File: src/inc/rd_port_pkg.sv
package rd_port_pkg;

   // Clock and timing
   localparam int           REF_CLK_MHZ      = 50;
   localparam int           SYS_HALVES       = 2;
   localparam logic [2:0]   HALF_CAP         = 3'h4;

   // Register map (byte addresses)
   localparam logic [7:0]   CTRL_OFFSET      = 8'h00;
   localparam logic [7:0]   STATUS_OFFSET    = 8'h04;

   // Control register fields
   localparam int           MEM_CTRL_LSB     = 0;
   localparam int           IO_CTRL_LSB      = 2;
   localparam int           EXT_CTRL_LSB     = 4;
   localparam int           LANE_MASK_BIT    = 6;
   localparam int           PIN_DIR_LSB      = 7;
   localparam int           CTRL_WIDTH       = 9;
   // Strobe control encoding: bit 0 writes, bit 1 reads
   localparam int           CTRL_WR_BIT      = 0;
   localparam int           CTRL_RD_BIT      = 1;
   localparam logic [8:0]   CTRL_RESET       = 9'h001;

   // Status register fields
   localparam int           ST_BUSY_BIT      = 0;
   localparam int           ST_STRETCH_BIT   = 1;
   localparam int           ST_FAULT_BIT     = 2;

   // Port sizes
   localparam logic [1:0]   PORT_32          = 2'h0;
   localparam logic [1:0]   PORT_16          = 2'h1;
   localparam logic [1:0]   PORT_8           = 2'h2;

   typedef enum logic [1:0] {
      ST_IDLE,
      ST_ADDR,
      ST_DATA
   } bus_state_t;

   typedef struct packed {
      logic [31:0] addr;
      logic [3:0]  byte_en;
      logic        cache_miss;
      logic        instr_fetch;
      logic        block_read;
      logic [1:0]  port_size;
      logic        big_endian;
      logic [4:0]  datum_total;
   } read_req_t;

endpackage : rd_port_pkg

File: src/rtl/multiplexed_bus_read_port.sv
// The strobed register port and the register offsets were chosen for this implementation.
`timescale 1ns/100ps
// Summary of operation
// - Bus fault sampled before or with completion ends read, raises exception.
// - Lane enable 1 selects most significant byte of the halfword.
// - Lane enable 0 selects least significant byte of the halfword.
// - Lane enables held inactive on reads when read mask disabled.
// - Final datum flag with read on single reads, after next-to-last capture.
// - Memory strobe pulses low once per datum when enabled for reads.
// - After reset memory strobe is enabled for writes only.
// - I/O strobe asserts on falling edge one clock after latch drops.
// - I/O strobe never asserts in transactions shorter than two clocks.
// - I/O and extended strobe pins are inputs until direction configured.
// - Extended window asserts after latch drops, releases half clock late.
// - Debug pin shows cache miss or uncacheable during address phase.
// - Debug pin shows instruction or data after address phase.
// - Read starts on rising clock edge when idle, nothing higher pending.
// - Higher priority operations postpone the read start.
// - Read begins with read strobe, address and latch pulse together.
// - Release enable stays inactive through the whole address phase.
// - Block flag low for burst; low lines show block start or address.
// - Stretched hold keeps address and delays release by half clock.
// - Turn-around in phase two, or phase one of clock two stretched.
// - Drivers off and release enable together, with latch drop or half clock after it.
// - Address phase puts address 31..4 high and byte strobes low.
// - Outside capture enable makes device capture data; last one ends read.
module multiplexed_bus_read_port
(
   input  wire logic                    REF_CLK,
   input  wire logic                    RESETN,
   input  wire logic [7:0]              REG_ADDR,
   input  wire logic [31:0]             REG_WDATA,
   input  wire logic                    REG_WR,
   input  wire logic                    REG_RD,
   output logic [31:0]                  REG_RDATA,
   input  wire logic                    READ_REQUEST,
   input  wire logic                    HIGHER_PRIO_PENDING,
   input  wire rd_port_pkg::read_req_t  READ_INFO,
   input  wire logic                    STRETCH_HOLD_STRAP,
   output logic [31:0]                  READ_DATA,
   output logic                         READ_DATA_VALID,
   output logic                         READ_DONE,
   output logic                         BUS_FAULT_EXC,
   output logic                         SYS_CLK_OUT,
   output logic                         READ_N,
   output logic                         ALE,
   output logic [31:0]                  AD_OUT,
   output logic                         AD_OE_N,
   input  wire logic [31:0]             AD_IN,
   output logic [3:0]                   LOW_ADDR,
   output logic                         BLOCK_READ_N,
   output logic                         BUS_RELEASE_EN_N,
   output logic [1:0]                   LANE_EN_N,
   output logic                         FINAL_DATUM_N,
   output logic                         MEM_STROBE_N,
   output logic                         IO_STROBE_N_OUT,
   output logic                         IO_STROBE_OE_N,
   input  wire logic                    IO_STROBE_N_IN,
   output logic                         EXT_DATA_N_OUT,
   output logic                         EXT_DATA_OE_N,
   input  wire logic                    EXT_DATA_N_IN,
   output logic                         DEBUG_IND,
   input  wire logic                    READ_CAPTURE_N,
   input  wire logic                    BUS_FAULT_N
);

   rd_port_pkg::bus_state_t state_reg;
   rd_port_pkg::read_req_t  info_reg;
   logic [8:0]              ctrl_reg;
   logic                    system_clock_out_reg;
   logic [2:0]              half_reg;
   logic [4:0]              cnt_reg;
   logic [3:0]              low_addr_reg;
   logic                    cap_pend_reg;
   logic                    fault_pend_reg;
   logic                    fault_seen_reg;
   logic                    ext_tail_reg;
   logic                    stretch_reg;
   logic                    strap_done_reg;
   logic                    start;
   logic                    rise_next;
   logic                    sample_edge;
   logic                    finish;
   logic                    last_cap;
   logic                    rd_mem;
   logic                    rd_io;
   logic                    rd_ext;
   logic [3:0]              unit;
   logic [1:0]              pair;

   // Two REF_CLK edges make one system clock
   assign rise_next   = ~system_clock_out_reg;
   assign sample_edge = rise_next && (state_reg == rd_port_pkg::ST_DATA);
   assign last_cap    = cap_pend_reg && (cnt_reg + 5'h01 >= info_reg.datum_total);
   assign finish      = fault_pend_reg || last_cap;
   assign rd_mem      = ctrl_reg[rd_port_pkg::MEM_CTRL_LSB
                                 + rd_port_pkg::CTRL_RD_BIT];
   assign rd_io       = ctrl_reg[rd_port_pkg::IO_CTRL_LSB
                                 + rd_port_pkg::CTRL_RD_BIT];
   assign rd_ext      = ctrl_reg[rd_port_pkg::EXT_CTRL_LSB
                                 + rd_port_pkg::CTRL_RD_BIT];
   assign start       = READ_REQUEST && !HIGHER_PRIO_PENDING && rise_next
                        && (state_reg == rd_port_pkg::ST_IDLE);

   always_comb
   begin
      case (info_reg.port_size)
         rd_port_pkg::PORT_16: unit = 4'h2;
         rd_port_pkg::PORT_8:  unit = 4'h1;
         default:              unit = 4'h4;
      endcase
   end

   always_ff @(posedge REF_CLK or negedge RESETN)
   begin
      if (!RESETN)
         system_clock_out_reg <= 1'b0;
      else
         system_clock_out_reg <= ~system_clock_out_reg;
   end
   assign SYS_CLK_OUT = system_clock_out_reg;

   // strap caught once after reset release
   always_ff @(posedge REF_CLK or negedge RESETN)
   begin
      if (!RESETN)
      begin
         stretch_reg    <= 1'b0;
         strap_done_reg <= 1'b0;
      end
      else if (!strap_done_reg)
      begin
         stretch_reg    <= STRETCH_HOLD_STRAP;
         strap_done_reg <= 1'b1;
      end
   end

   // Register port
   always_ff @(posedge REF_CLK or negedge RESETN)
   begin
      if (!RESETN)
         ctrl_reg <= rd_port_pkg::CTRL_RESET;
      else if (REG_WR && REG_ADDR == rd_port_pkg::CTRL_OFFSET)
         ctrl_reg <= REG_WDATA[8:0];
   end

   always_ff @(posedge REF_CLK or negedge RESETN)
   begin
      if (!RESETN)
         REG_RDATA <= 32'h0000_0000;
      else if (REG_RD && REG_ADDR == rd_port_pkg::CTRL_OFFSET)
         REG_RDATA <= {23'h00_0000, ctrl_reg};
      else if (REG_RD && REG_ADDR == rd_port_pkg::STATUS_OFFSET)
         REG_RDATA <= {29'h0000_0000, fault_seen_reg, stretch_reg,
                       state_reg != rd_port_pkg::ST_IDLE};
      else
         REG_RDATA <= 32'h0000_0000;
   end

   // Sequencer
   always_ff @(posedge REF_CLK or negedge RESETN)
   begin
      if (!RESETN)
      begin
         state_reg <= rd_port_pkg::ST_IDLE;
         half_reg  <= 3'h0;
         info_reg  <= '0;
      end
      else
      begin
         case (state_reg)
            rd_port_pkg::ST_IDLE:
               if (start)
               begin
                  state_reg <= rd_port_pkg::ST_ADDR;
                  half_reg  <= 3'h1;
                  info_reg  <= READ_INFO;
               end
            rd_port_pkg::ST_ADDR:
            begin
               half_reg <= half_reg + 3'h1;
               if (!stretch_reg || half_reg == 3'h2)
                  state_reg <= rd_port_pkg::ST_DATA;
            end
            rd_port_pkg::ST_DATA:
            begin
               if (half_reg != rd_port_pkg::HALF_CAP)
                  half_reg <= half_reg + 3'h1;
               if (finish)
                  state_reg <= rd_port_pkg::ST_IDLE;
            end
            default:
               state_reg <= rd_port_pkg::ST_IDLE;
         endcase
      end
   end

   always_ff @(posedge REF_CLK or negedge RESETN)
   begin
      if (!RESETN)
      begin
         cap_pend_reg   <= 1'b0;
         fault_pend_reg <= 1'b0;
      end
      else
      begin
         fault_pend_reg <= sample_edge && !BUS_FAULT_N;
         cap_pend_reg   <= sample_edge && BUS_FAULT_N && !READ_CAPTURE_N;
      end
   end

   // Data capture and counting
   always_ff @(posedge REF_CLK or negedge RESETN)
   begin
      if (!RESETN)
      begin
         READ_DATA       <= 32'h0000_0000;
         READ_DATA_VALID <= 1'b0;
         cnt_reg         <= 5'h00;
      end
      else
      begin
         READ_DATA_VALID <= cap_pend_reg;
         if (start)
            cnt_reg <= 5'h00;
         else if (cap_pend_reg)
         begin
            READ_DATA <= AD_IN;
            cnt_reg   <= cnt_reg + 5'h01;
         end
      end
   end

   always_ff @(posedge REF_CLK or negedge RESETN)
   begin
      if (!RESETN)
      begin
         BUS_FAULT_EXC  <= 1'b0;
         READ_DONE      <= 1'b0;
         fault_seen_reg <= 1'b0;
      end
      else
      begin
         BUS_FAULT_EXC <= fault_pend_reg;
         READ_DONE     <= finish && (state_reg == rd_port_pkg::ST_DATA);
         if (fault_pend_reg)
            fault_seen_reg <= 1'b1;
         else if (start)
            fault_seen_reg <= 1'b0;
      end
   end

   // read strobe, address and latch pulse
   always_ff @(posedge REF_CLK or negedge RESETN)
   begin
      if (!RESETN)
      begin
         READ_N       <= 1'b1;
         ALE          <= 1'b0;
         AD_OUT       <= 32'h0000_0000;
         BLOCK_READ_N <= 1'b1;
      end
      else if (start)
      begin
         READ_N       <= 1'b0;
         ALE          <= 1'b1;
         AD_OUT       <= {READ_INFO.addr[31:4], READ_INFO.byte_en};
         BLOCK_READ_N <= ~READ_INFO.block_read;
      end
      else
      begin
         ALE <= 1'b0;
         if (finish && state_reg == rd_port_pkg::ST_DATA)
         begin
            READ_N       <= 1'b1;
            BLOCK_READ_N <= 1'b1;
         end
      end
   end

   // stretched hold keeps drivers half clock longer
   always_ff @(posedge REF_CLK or negedge RESETN)
   begin
      if (!RESETN)
      begin
         AD_OE_N          <= 1'b1;
         BUS_RELEASE_EN_N <= 1'b1;
      end
      else if (start)
      begin
         AD_OE_N          <= 1'b0;
         BUS_RELEASE_EN_N <= 1'b1;
      end
      else if (state_reg == rd_port_pkg::ST_ADDR
               && (!stretch_reg || half_reg == 3'h2))
      begin
         AD_OE_N          <= 1'b1;
         BUS_RELEASE_EN_N <= 1'b0;
      end
      else if (finish && state_reg == rd_port_pkg::ST_DATA)
         BUS_RELEASE_EN_N <= 1'b1;
   end

   // low lines, block start or address
   always_ff @(posedge REF_CLK or negedge RESETN)
   begin
      if (!RESETN)
         low_addr_reg <= 4'h0;
      else if (start)
      begin
         if (READ_INFO.block_read)
            case (READ_INFO.port_size)
               rd_port_pkg::PORT_16: low_addr_reg <= 4'h0;
               rd_port_pkg::PORT_8:  low_addr_reg <= 4'h0;
               default: low_addr_reg <= {2'h0, READ_INFO.addr[1:0]};
            endcase
         else
            low_addr_reg <= READ_INFO.addr[3:0];
      end
      else if (cap_pend_reg)
         low_addr_reg <= low_addr_reg + unit;
   end
   assign LOW_ADDR = low_addr_reg;

   // miss during address, fetch kind after
   always_ff @(posedge REF_CLK or negedge RESETN)
   begin
      if (!RESETN)
         DEBUG_IND <= 1'b0;
      else if (start)
         DEBUG_IND <= READ_INFO.cache_miss;
      else if (state_reg == rd_port_pkg::ST_ADDR
               && (!stretch_reg || half_reg == 3'h2))
         DEBUG_IND <= info_reg.instr_fetch;
   end

   always_ff @(posedge REF_CLK or negedge RESETN)
   begin
      if (!RESETN)
         FINAL_DATUM_N <= 1'b1;
      else if (start)
         FINAL_DATUM_N <= (READ_INFO.datum_total > 5'h01);
      else if (finish && state_reg == rd_port_pkg::ST_DATA)
         FINAL_DATUM_N <= 1'b1;
      else if (cap_pend_reg && cnt_reg + 5'h02 == info_reg.datum_total)
         FINAL_DATUM_N <= 1'b0;
   end

   always_ff @(posedge REF_CLK or negedge RESETN)
   begin
      if (!RESETN)
         MEM_STROBE_N <= 1'b1;
      else if (state_reg != rd_port_pkg::ST_DATA || !rd_mem || finish)
         MEM_STROBE_N <= 1'b1;
      else if (cap_pend_reg)
         MEM_STROBE_N <= 1'b1;
      else if (half_reg >= 3'h2)
         MEM_STROBE_N <= 1'b0;
   end

   // falling edge one clock after latch
   // held off when capture seen early
   always_ff @(posedge REF_CLK or negedge RESETN)
   begin
      if (!RESETN)
         IO_STROBE_N_OUT <= 1'b1;
      else if (state_reg != rd_port_pkg::ST_DATA || finish)
         IO_STROBE_N_OUT <= 1'b1;
      else if (half_reg == 3'h3 && rd_io && !cap_pend_reg)
         IO_STROBE_N_OUT <= 1'b0;
   end

   // extended window and half clock tail
   always_ff @(posedge REF_CLK or negedge RESETN)
   begin
      if (!RESETN)
      begin
         EXT_DATA_N_OUT <= 1'b1;
         ext_tail_reg   <= 1'b0;
      end
      else
      begin
         ext_tail_reg <= finish && state_reg == rd_port_pkg::ST_DATA;
         if (ext_tail_reg || start)
            EXT_DATA_N_OUT <= 1'b1;
         else if (half_reg == 3'h2 && state_reg != rd_port_pkg::ST_IDLE
                  && rd_ext)
            EXT_DATA_N_OUT <= 1'b0;
      end
   end

   assign IO_STROBE_OE_N = ~ctrl_reg[rd_port_pkg::PIN_DIR_LSB];
   assign EXT_DATA_OE_N  = ~ctrl_reg[rd_port_pkg::PIN_DIR_LSB + 1];

   assign pair = low_addr_reg[1] ? info_reg.byte_en[3:2]
                                 : info_reg.byte_en[1:0];
   always_comb
   begin
      LANE_EN_N = 2'b11;
      if (!READ_N && info_reg.port_size == rd_port_pkg::PORT_16
          && ctrl_reg[rd_port_pkg::LANE_MASK_BIT])
      begin
         if (info_reg.big_endian)
            LANE_EN_N = ~{pair[0], pair[1]};
         else
            LANE_EN_N = ~pair;
      end
   end

   property p_ale_half;
      @(posedge REF_CLK) disable iff (!RESETN)
      $rose(ALE) |=> !ALE;
   endproperty
   a_ale_half: assert property (p_ale_half)
      else $error("latch pulse longer than half clock");

   property p_start_rise;
      @(posedge REF_CLK) disable iff (!RESETN)
      $fell(READ_N) |-> system_clock_out_reg && ALE && !AD_OE_N;
   endproperty
   a_start_rise: assert property (p_start_rise)
      else $error("read not started on rising edge");

   property p_release_addr;
      @(posedge REF_CLK) disable iff (!RESETN)
      (ALE || !AD_OE_N) |-> BUS_RELEASE_EN_N;
   endproperty
   a_release_addr: assert property (p_release_addr)
      else $error("release enable active while driving");

   property p_stretch;
      @(posedge REF_CLK) disable iff (!RESETN)
      $fell(ALE) && stretch_reg |-> !AD_OE_N ##1 AD_OE_N && !BUS_RELEASE_EN_N;
   endproperty
   a_stretch: assert property (p_stretch)
      else $error("stretched hold timing wrong");

   property p_fault_end;
      @(posedge REF_CLK) disable iff (!RESETN)
      fault_pend_reg |=> READ_N && BUS_FAULT_EXC && !READ_DATA_VALID;
   endproperty
   a_fault_end: assert property (p_fault_end)
      else $error("fault did not end the read");

   property p_lane_mask;
      @(posedge REF_CLK) disable iff (!RESETN)
      !ctrl_reg[rd_port_pkg::LANE_MASK_BIT] |-> LANE_EN_N == 2'b11;
   endproperty
   a_lane_mask: assert property (p_lane_mask)
      else $error("lane enables active while masked");

   property p_io_time;
      @(posedge REF_CLK) disable iff (!RESETN)
      $fell(IO_STROBE_N_OUT) |-> half_reg == 3'h4 && !system_clock_out_reg && !READ_N;
   endproperty
   a_io_time: assert property (p_io_time)
      else $error("io strobe asserted at wrong time");

   property p_last_single;
      @(posedge REF_CLK) disable iff (!RESETN)
      $fell(READ_N) && info_reg.datum_total == 5'h01 |-> !FINAL_DATUM_N;
   endproperty
   a_last_single: assert property (p_last_single)
      else $error("final flag missing on single read");

   property p_ext_tail;
      @(posedge REF_CLK) disable iff (!RESETN)
      $rose(READ_N) && !EXT_DATA_N_OUT |=> EXT_DATA_N_OUT;
   endproperty
   a_ext_tail: assert property (p_ext_tail)
      else $error("extended window tail wrong");

   property p_mem_pulse;
      @(posedge REF_CLK) disable iff (!RESETN)
      !rd_mem |-> MEM_STROBE_N;
   endproperty
   a_mem_pulse: assert property (p_mem_pulse)
      else $error("memory strobe on while disabled");

   property p_strap_fixed;
      @(posedge REF_CLK) disable iff (!RESETN)
      strap_done_reg |=> $stable(stretch_reg);
   endproperty
   a_strap_fixed: assert property (p_strap_fixed)
      else $error("hold selection changed after reset");

endmodule : multiplexed_bus_read_port

File: config.mk
export PLATFORM = sky130hd
export DESIGN_NAME = multiplexed_bus_read_port
export DESIGN_NICKNAME = d
export VERILOG_FILES = /design/src/inc/rd_port_pkg.sv /design/src/rtl/multiplexed_bus_read_port.sv
export SDC_FILE = /design/constraint.sdc
export NUM_CORES = 1
export LEC_CHECK = 0
export BUFFER_PORTS_ARGS = -buffer_cell sky130_fd_sc_hd__buf_4
export CAP_MARGIN = 20
export CORE_AREA = 2 2 125 127
export CTS_BUF_LIST = sky130_fd_sc_hd__clkbuf_2 sky130_fd_sc_hd__clkbuf_4 sky130_fd_sc_hd__clkbuf_8
export DETAILED_ROUTE_END_ITERATION = 7
export DIE_AREA = 0 0 127 129
export GPL_ROUTABILITY_DRIVEN = 0
export SLEW_MARGIN = 10
export SYNTH_ARGS = -nofsm -noshare
export SYNTH_HDL_FRONTEND = slang
export SYNTH_SLANG_ARGS = --single-unit
File: constraint.sdc
create_clock -name REF_CLK -period 3 [get_ports REF_CLK]
set_input_delay 0.45 -clock REF_CLK [delete_from_list [all_inputs] [get_ports REF_CLK]]
set_output_delay 0.45 -clock REF_CLK [all_outputs]
set_load 0.005 [all_outputs]
==> flow_summary.ini, run 1 <==
[grt]
grt_antenna_before_repair = 0
grt_max_degree = 125
overflow = 0
grt_pass1_wl_um = 20600
grt_pass1_vias = 4099
grtUsageTotal = 0.162

[clock_network]
cts_buffers = 17
numClockSinks = 124
clk_pin_slew_worst_paths_ps = 70
h-tree-depth = 4
hold_buffers = 0
ctsResizeCount = 0
cts_tree = yes
clock_latency_ps = 440
cts-root-buf = clkbuf_8
post_cts_buffers = 0
cts_buffer_depth = 2

[final_layout]
n_fill_cell = 1404
multi_input_area_mm2 = 0.00212
num_antenna_cells = 0
area_growth_pct = 36.2
fin_nets = 845
reg.largest.list = AD_OUT: 32 flops, READ_DATA: 32 flops
layout-drive-gt1-share = 0.419
seqCellArea_mm2 = 0.00311
final_cell_area_mm2 = 0.00747

[synthesis]
synth_adder_area_share = 0.0515
synth_top_area_frac = 0.524
synth-simple-area-share = 0.139
synth.area.mux_share = 0.107
syn_area_per_cell_um2 = 11.2
synth_top_area_cell = dfrtp_1
synthArstFlopShare = 1.00
synth-compound-area-share = 0.0472
synth_top_family_by_area = simple AND/OR/NAND/NOR gates
synth_edf_count = 0
synth_seq_cells = 124
netlist_instances = 491
synthTopCellsByArea = dfrtp_1, nand2_1, mux2_2, ha_1, dfstp_2
synth-xor-area-share = 0.0239
synth_cell_types = 46
syn_area_mm2 = 0.00549
synth_seq_area_share = 0.567
ys.flop_type = dfrtp_1
yosys_warnings = 0

[power_and_ir_drop]
p_sw_frac = 0.313
vdd_drop_max_uv = 337
p_int_uw = 4370
power_density_mw_per_mm2 = 850
seqPwrFrac = 0.429
netSwitchingPower_uw = 1990
static-leakage-power_uw = 0.00393
combPwrFrac = 0.350
pwr-share-clk = 0.221

[setup_path]
slowest_stage = dfrtp_1
cp_cell_sequence = ha_1 -> xor2_1 -> ha_1 -> a21o_1 -> a31oi_1 -> nor3_1 -> o21ai_0 -> mux2_2
required_ps = 3320
r2r_slack_ps = 460
critical_path.top_delay_family = compound AO/OA/AOI/OAI gates
cp.depth = 8
cp_num_buf_inv = 0
crit_fanout = 5
start_kind = register
cp-end-kind = register
reg2regPathDepth = 8
cp_common_cell = ha_1
arrival_ps = 2860
critPathMaxStageDelay_ps = 440
path_class = reg2reg
crit_start = cnt_reg[0]
r2r-start = cnt_reg[0]

[timing]
clock_skew_ps = 8.45
period_share = 0.848
fmax_mhz = 393
hold_violations = 0
worstMarginPinSlew_ps = 740
setup_viol_count_final = 0
finalCriticalPeriod_ps = 2540
rsz0062_at_grt = false
drv_slew = 0
tns_ps = 0
slew_headroom = 0.502

[floorplanning]
dieWidth_um = 127
core.rowCount = 45
start_util = 0.366
die-height_um = 129
fp.coreArea_mm2 = 0.0150
die-area_mm2 = 0.0164
io_pins = 248

[placed_design]
place_area_mm2 = 0.00710
hpwl_um = 9430
placement.io_buffers = 199

[drt]
post_drt_via_cell_ratio = 4.59
finalWirelength_um = 13000
drt-initial-drc-count = 197
wire_per_inst_um = 14.6
first_pass_iters = 4
drc = 0
antenna_left = 0
vias = 4107

[worst_hold_path]
min_path_type = in2async

[run]
drv_cap = 0

[outcome]
outcome = complete, no violations
## cells in the mapped netlist, types with 2 or more instances
master	number
buf_2	5
buf_4	27
a21o_1	3
nor3b_1	2
nand2_1	127
nand3_1	6
nor3_1	2
conb_1	2
nand2b_1	2
inv_1	18
mux2_4	2
buf_1	4
nor2_1	13
o21ai_0	19
nand4_1	3
mux2i_1	5
xnor2_1	8
a22o_1	4
dfrtp_1	115
mux4_2	2
nand3b_1	3
a21oi_1	9
mux2_2	41
dfstp_2	9
a31oi_1	2
ha_1	21
xor2_1	7
clkbuf_1	7
and2_1	6
## layout by cell type (no fill, tap or decap), drive strengths merged, types with 13 or more instances in the layout
cell and n:
o21ai 19, nand2 127, clkbuf 25, conb 24, mux2 43, nor2 13, inv 19, ha 21
dfrtp 115, buf 204
## metrics by stage
| step | setup WS (ps) | instances | hold slack, ps | utilization | total power, uW |
|---|---|---|---|---|---|
| after floorplan | 755 | 513 | 154 | - | 3830 |
| after global placement | 511 | 862 | 458 | 0.474 | 4920 |
| after detailed placement | 490 | 862 | 465 | 0.474 | 5010 |
| after CTS | 473 | 894 | 131 | 0.499 | 6450 |
| after global routing | 335 | 894 | 128 | 0.499 | 6840 |
| final | 457 | 894 | 70.6 | 0.499 | 6350 |
## per-layer routing
layer | routed length [um] | global-route usage
met1 | 5560 | 0.204
met2 | 6300 | 0.258
met3 | 890 | 0.0511
met4 | 285 | 0.0679
met5 | 0 | 0
## final cells by class
type                    count  area share
clock inverters             7     0.00870
well taps                 188      0.0315
flip-flops and latches    124       0.417
multi-input cells         326       0.283
repair buffers            204       0.208
clock buffers              25      0.0418
inverters                  20      0.0100
## logic make-up after synthesis
family | Yosys count
xor+xnor | 15
other cells | 2
simple gates | 172
flops | 124
compound gates | 43
buf+inv | 63
fa+ha+maj | 22
mux | 50
## final timing paths
| path | to |
|---|---|
| worst min-delay path | REG_RDATA[5] |
| worst max register to register | state_reg[1] |
| worst max-delay path | state_reg[1] |
| worst min register to register | AD_OUT[13] |
| min in group REF_CLK | cap_pend_reg |
| max in group asynchronous | cnt_reg[3] |
## power groups by stage
stage | Combinational (uW) | Sequential, uW | Clock (uW)
2_1_floorplan | 1110 | 2710 | 0
3_3_place_gp | 2190 | 2730 | 0
3_5_place_dp | 2260 | 2760 | 0
4_1_cts | 2260 | 2730 | 1450
5_1_grt | 2480 | 2820 | 1540
6_report | 2220 | 2730 | 1400
No activity file was read; power rests on OpenSTA's default activity.
==> inputs of run 2 (changes only) <==
--- a/config.mk
+++ b/config.mk
@@ -12,6 +12,7 @@
 export DETAILED_ROUTE_END_ITERATION = 7
 export DIE_AREA = 0 0 127 129
 export GPL_ROUTABILITY_DRIVEN = 0
+export PLACE_DENSITY = 0.67
 export SLEW_MARGIN = 10
 export SYNTH_ARGS = -nofsm -noshare
 export SYNTH_HDL_FRONTEND = slang
==> constraint.sdc (replaced) <==
create_clock -name REF_CLK -period 2.1 [get_ports REF_CLK]
set_input_delay 0.315 -clock REF_CLK [delete_from_list [all_inputs] [get_ports REF_CLK]]
set_output_delay 0.315 -clock REF_CLK [all_outputs]
set_load 0.005 [all_outputs]
==> run 2 against run 1 <==
Critical path type unchanged. Largest cell class unchanged. Via count is 2.0% higher. Critical path depth stayed put. Sequential power is 42% higher. Cell area is 3.3% higher. Worst hold slack worse by 7.8 ps. Utilization is 1.6 points higher. Sequential share of layout area is 1.3 points lower.
==> flow_summary.ini, run 2 (synthesis results as in run 1) <==
[floorplanning]
die-area_mm2 = 0.0164
core.rowCount = 45
dieWidth_um = 127
die-height_um = 129
start_util = 0.366
fp.coreArea_mm2 = 0.0150
io_pins = 248

[clock_network]
cts_tree = yes
cts_buffer_depth = 2
cts-root-buf = clkbuf_8
cts_buffers = 17
clk_pin_slew_worst_paths_ps = 70
clock_latency_ps = 440
numClockSinks = 124
h-tree-depth = 4

[placed_design]
place_area_mm2 = 0.00720
hpwl_um = 9660
post-place-ws_ps = -74.6
placedCellCount = 872
placement.io_buffers = 199

[grt]
grt_pass1_wl_um = 20700
grtUsageTotal = 0.163
grt_max_degree = 125
grt_antenna_before_repair = 0
overflow = 0
grt_pass1_vias = 4162

[timing]
finalCriticalPeriod_ps = 2080
setup_slack_ps = 22.5
hold_violations = 0
worstMarginPinSlew_ps = 650
tns_ps = 0
period_share = 0.989
slew_headroom = 0.567
drv_slew = 0
rsz0062_at_grt = true
clock_skew_ps = 11.7
setup_viol_count_final = 0
fmax_mhz = 481

[power_and_ir_drop]
pwr-share-clk = 0.220
static-leakage-power_uw = 0.00404
power_density_mw_per_mm2 = 1240
netSwitchingPower_uw = 2980
combPwrFrac = 0.374
seqPwrFrac = 0.406
p_int_uw = 6570
vdd_drop_max_uv = 525
p_sw_frac = 0.312

[drt]
wire_per_inst_um = 14.6
drt-initial-drc-count = 214
drt-met1-wl_um = 5690
wl_met3_um = 1070
route.met2.wl_um = 6340
vias = 4191
top_layer = met4
antenna_left = 0
post_drt_via_cell_ratio = 4.61
finalWirelength_um = 13300
first_pass_iters = 4
drc = 0

[final_layout]
fin_nets = 861
reg.largest.list = AD_OUT: 32 flops, READ_DATA: 32 flops
n_fill_cell = 1338
layout_commonest_cell = buf_4
layoutNonFillerInstCount = 910
num_antenna_cells = 0
layout-drive-gt1-share = 0.440
post-route-util = 0.515
seqCellArea_mm2 = 0.00311
multi_input_area_mm2 = 0.00219
area_growth_pct = 40.6
final_cell_area_mm2 = 0.00772
final_cell_mix = buf_4, nand2_1, dfrtp_1

[setup_path]
cp_num_buf_inv = 0
cp-end-kind = register
path_class = reg2reg
start_kind = register
critical_path.top_delay_family = compound AO/OA/AOI/OAI gates
cp_cell_sequence = ha_4 -> xor2_1 -> ha_1 -> a21o_1 -> a31oi_4 -> nor3_2 -> o21ai_2 -> mux2_4
slowest_stage = dfrtp_1
crit_fanout = 3
required_ps = 2430
critPathMaxStageDelay_ps = 410
arrival_ps = 2410

[worst_hold_path]
min_path_type = in2reg

[run]
drv_cap = 0

[outcome]
outcome = complete, no violations
[run 2: path summary, 6_finish.rpt]
kind | startpoint | slack, ps | end | cells after the start
max | cnt_reg[1] | 20 | state_reg[1] | 8
min | READ_INFO[20] | 60 | AD_OUT[5] | 3
max reg2reg | cnt_reg[1] | 20 | state_reg[1] | 8
min reg2reg | ctrl_reg[1] | 480 | MEM_STROBE_N | 1
max in group asynchronous | RESETN | 1100 | AD_OUT[27] | 3
min in group asynchronous | RESETN | 510 | fault_pend_reg | 3
[run 2: repair_timing]
action | 4_1_cts | 5_1_grt
setup endpoints to repair | 2 | 7
hold endpoints to repair | 87 | 0
hold buffers | 3 | 0
setup buffers | 1 | 2
pin swaps | 2 | 5
resized for setup | 3 | 9
[run 2: per-stage QoR]
step	total power (uW)	hold slack, ps
detailed placement	7250	465
finish	9560	62.7
CTS	9520	20.9
floorplan	5470	19.4
global route	10300	20.6
global placement	7110	460
[run 2: power groups by stage]
stage	combinational [uW]	clock [uW]	sequential (uW)
CTS	3460	2160	3890
global placement	3240	0	3870
detailed placement	3340	0	3910
floorplan	1600	0	3870
global route	3970	2280	4010
finish	3570	2100	3880
[run 2: layout make-up]
class	count	area share
Clock buffer	24	0.0396
Timing Repair Buffer	220	0.221
Multi-Input combinational cell	326	0.283
Inverter	20	0.00973
Clock inverter	8	0.0120
Sequential cell	124	0.403
Tap cell	188	0.0305
[run 2: metal layers]
layer | GRT usage | up-vias
li1 | - | 2003
met1 | 0.207 | 2009
met2 | 0.258 | 163
met3 | 0.0615 | 16
met4 | 0.0595 | 0
met5 | 0 | -
[run 2: worst register-to-register path, stage by stage (launching register included)]
cell and delay (ps):
dfrtp_1 410, ha_4 180, xor2_1 140, ha_1 310, a21o_1 210, a31oi_4 190
nor3_2 60, o21ai_2 150, mux2_4 310
==> inputs of run 3 (changes only) <==
--- a/config.mk
+++ b/config.mk
@@ -13,6 +13,7 @@
 export DIE_AREA = 0 0 127 129
 export GPL_ROUTABILITY_DRIVEN = 0
 export PLACE_DENSITY = 0.67
+export REMOVE_ABC_BUFFERS = 1
 export SLEW_MARGIN = 10
 export SYNTH_ARGS = -nofsm -noshare
 export SYNTH_HDL_FRONTEND = slang
==> run 3 against run 2 <==
The run now ends with negative setup slack left. Wire length is essentially flat. Register-to-register slack lost 70 ps. Fmax shrank 3.3%. Clock-buffer cell count decreased by 3. Clock power rose by 6%. Final cell count shrank 0.11%. Non-clock buffer count is 1 lower. Cell area decreased by 0.41%. Flip-flop and latch count unchanged. Via count rose by 0.67%. Critical path type unchanged. Largest power group unchanged. Highest routed layer unchanged.
==> flow_summary.ini, run 3 (synthesis results as in run 1) <==
[floorplanning]
core.rowCount = 45
fp.coreArea_mm2 = 0.0150
dieWidth_um = 127
die-height_um = 129
start_util = 0.366
io_pins = 248
die-area_mm2 = 0.0164

[setup_path]
crit_fanout = 3
cp_cell_sequence = ha_2 -> xor2_1 -> ha_1 -> a21o_1 -> a31oi_4 -> nor3_2 -> o21ai_2 -> mux2_4
critPathMaxStageDelay_ps = 400
crit_start = cnt_reg[1]
r2r-start = cnt_reg[1]
slowest_stage = dfrtp_1
cp_num_buf_inv = 0
start_kind = register
path_class = reg2reg
arrival_ps = 2470
cp-end-kind = register
required_ps = 2420
critical_path.top_delay_family = compound AO/OA/AOI/OAI gates

[power_and_ir_drop]
static-leakage-power_uw = 0.00403
power_density_mw_per_mm2 = 1250
vdd_drop_max_uv = 470
netSwitchingPower_uw = 3000
p_int_uw = 6600
p_sw_frac = 0.312
seqPwrFrac = 0.406
combPwrFrac = 0.362
pwr-share-clk = 0.232

[outcome]
failed_checks = negative setup slack
outcome = complete, but fails checks

[final_layout]
n_fill_cell = 1347
num_antenna_cells = 0
final_cell_mix = buf_4, nand2_1, dfrtp_1
area_growth_pct = 40.1
reg.largest.list = AD_OUT: 32 flops, READ_DATA: 32 flops
fin_nets = 860
layout-drive-gt1-share = 0.436
final_cell_area_mm2 = 0.00769
layout_commonest_cell = buf_4
post-route-util = 0.513

[timing]
drv_slew = 0
rsz0062_at_grt = true
worstMarginPinSlew_ps = 523
fmax_mhz = 466
setup_slack_ps = -47.8
period_share = 1.02
setup_viol_count_final = 2
clock_skew_ps = 12.0
slew_headroom = 0.651
finalCriticalPeriod_ps = 2150
tns_ps = -55.4
hold_violations = 0

[clock_network]
cts_buffer_depth = 2
cts_tree = yes
cts-root-buf = clkbuf_8
h-tree-depth = 4
cts_buffers = 17
clock_latency_ps = 450
clk_pin_slew_worst_paths_ps = 80
numClockSinks = 124

[grt]
grt_antenna_before_repair = 0
grt_max_degree = 50
grt_pass1_wl_um = 21400
overflow = 0
grtUsageTotal = 0.167
grt_pass1_vias = 4346

[worst_hold_path]
min_path_type = in2reg
worstHoldStart = BUS_FAULT_N

[drt]
vias = 4219
post_drt_via_cell_ratio = 4.64
antenna_left = 0
wire_per_inst_um = 14.6
finalWirelength_um = 13300
first_pass_iters = 4
drt-initial-drc-count = 220
drc = 0

[placed_design]
place_area_mm2 = 0.00720
hpwl_um = 9970
placement.io_buffers = 199

[run]
drv_cap = 0
[run 3: layer usage]
metal | routed length [um] | track usage | part of all wire
met5 | 0 | 0 | 0
met2 | 6440 | 0.277 | 0.48
met4 | 204 | 0.0537 | 0.015
met1 | 5640 | 0.209 | 0.42
met3 | 1000 | 0.0541 | 0.076
[run 3: final cells by class]
| class | count | area [um^2] | share of cell area |
|---|---|---|---|
| clock inverters | 11 | 141 | 0.0184 |
| inverters | 20 | 75.1 | 0.00977 |
| clock buffers | 21 | 283 | 0.0368 |
| well taps | 188 | 235 | 0.0306 |
| multi-input cells | 326 | 2150 | 0.280 |
| flip-flops and latches | 124 | 3110 | 0.405 |
| repair buffers | 219 | 1690 | 0.219 |
[run 3: timing repair]
item,in CTS,in global routing
pin swaps,2,4
setup endpoints to repair,6,5
hold buffers,1,1
endpoints found under the hold margin,33,1
resized for setup,7,2
setup buffers,1,0
[run 3: metrics by stage]
step                      instances  hold WS (ps)  setup WS [ps]  total power, uW
after global routing            909          15.5           -136            10300
after CTS                       908         0.902          -1.61             9680
final                           909          31.2          -47.8             9600
after detailed placement        874           338           -150             7280
after floorplan                 470          19.4           -657             5380
after global placement          874           329           -130             7130
[run 3: power groups by stage]
stage                     Clock (uW)  Sequential (uW)  Combinational (uW)
after global routing            2400             4030                3870
after CTS                       2280             3910                3490
after global placement             0             3880                3250
after floorplan                    0             3890                1480
after detailed placement           0             3940                3340
final                           2220             3900                3470
[run 3: worst paths after layout]
path | cells past startpoint | slack [ps] | endpoint
worst min-delay path | 2 | 30 | fault_pend_reg
worst max-delay path | 8 | -50 | state_reg[1]
worst max register to register | 8 | -50 | state_reg[1]
worst min register to register | 1 | 480 | MEM_STROBE_N
min in group asynchronous | 2 | 390 | info_reg[1]
max in group asynchronous | 3 | 1020 | ctrl_reg[0]
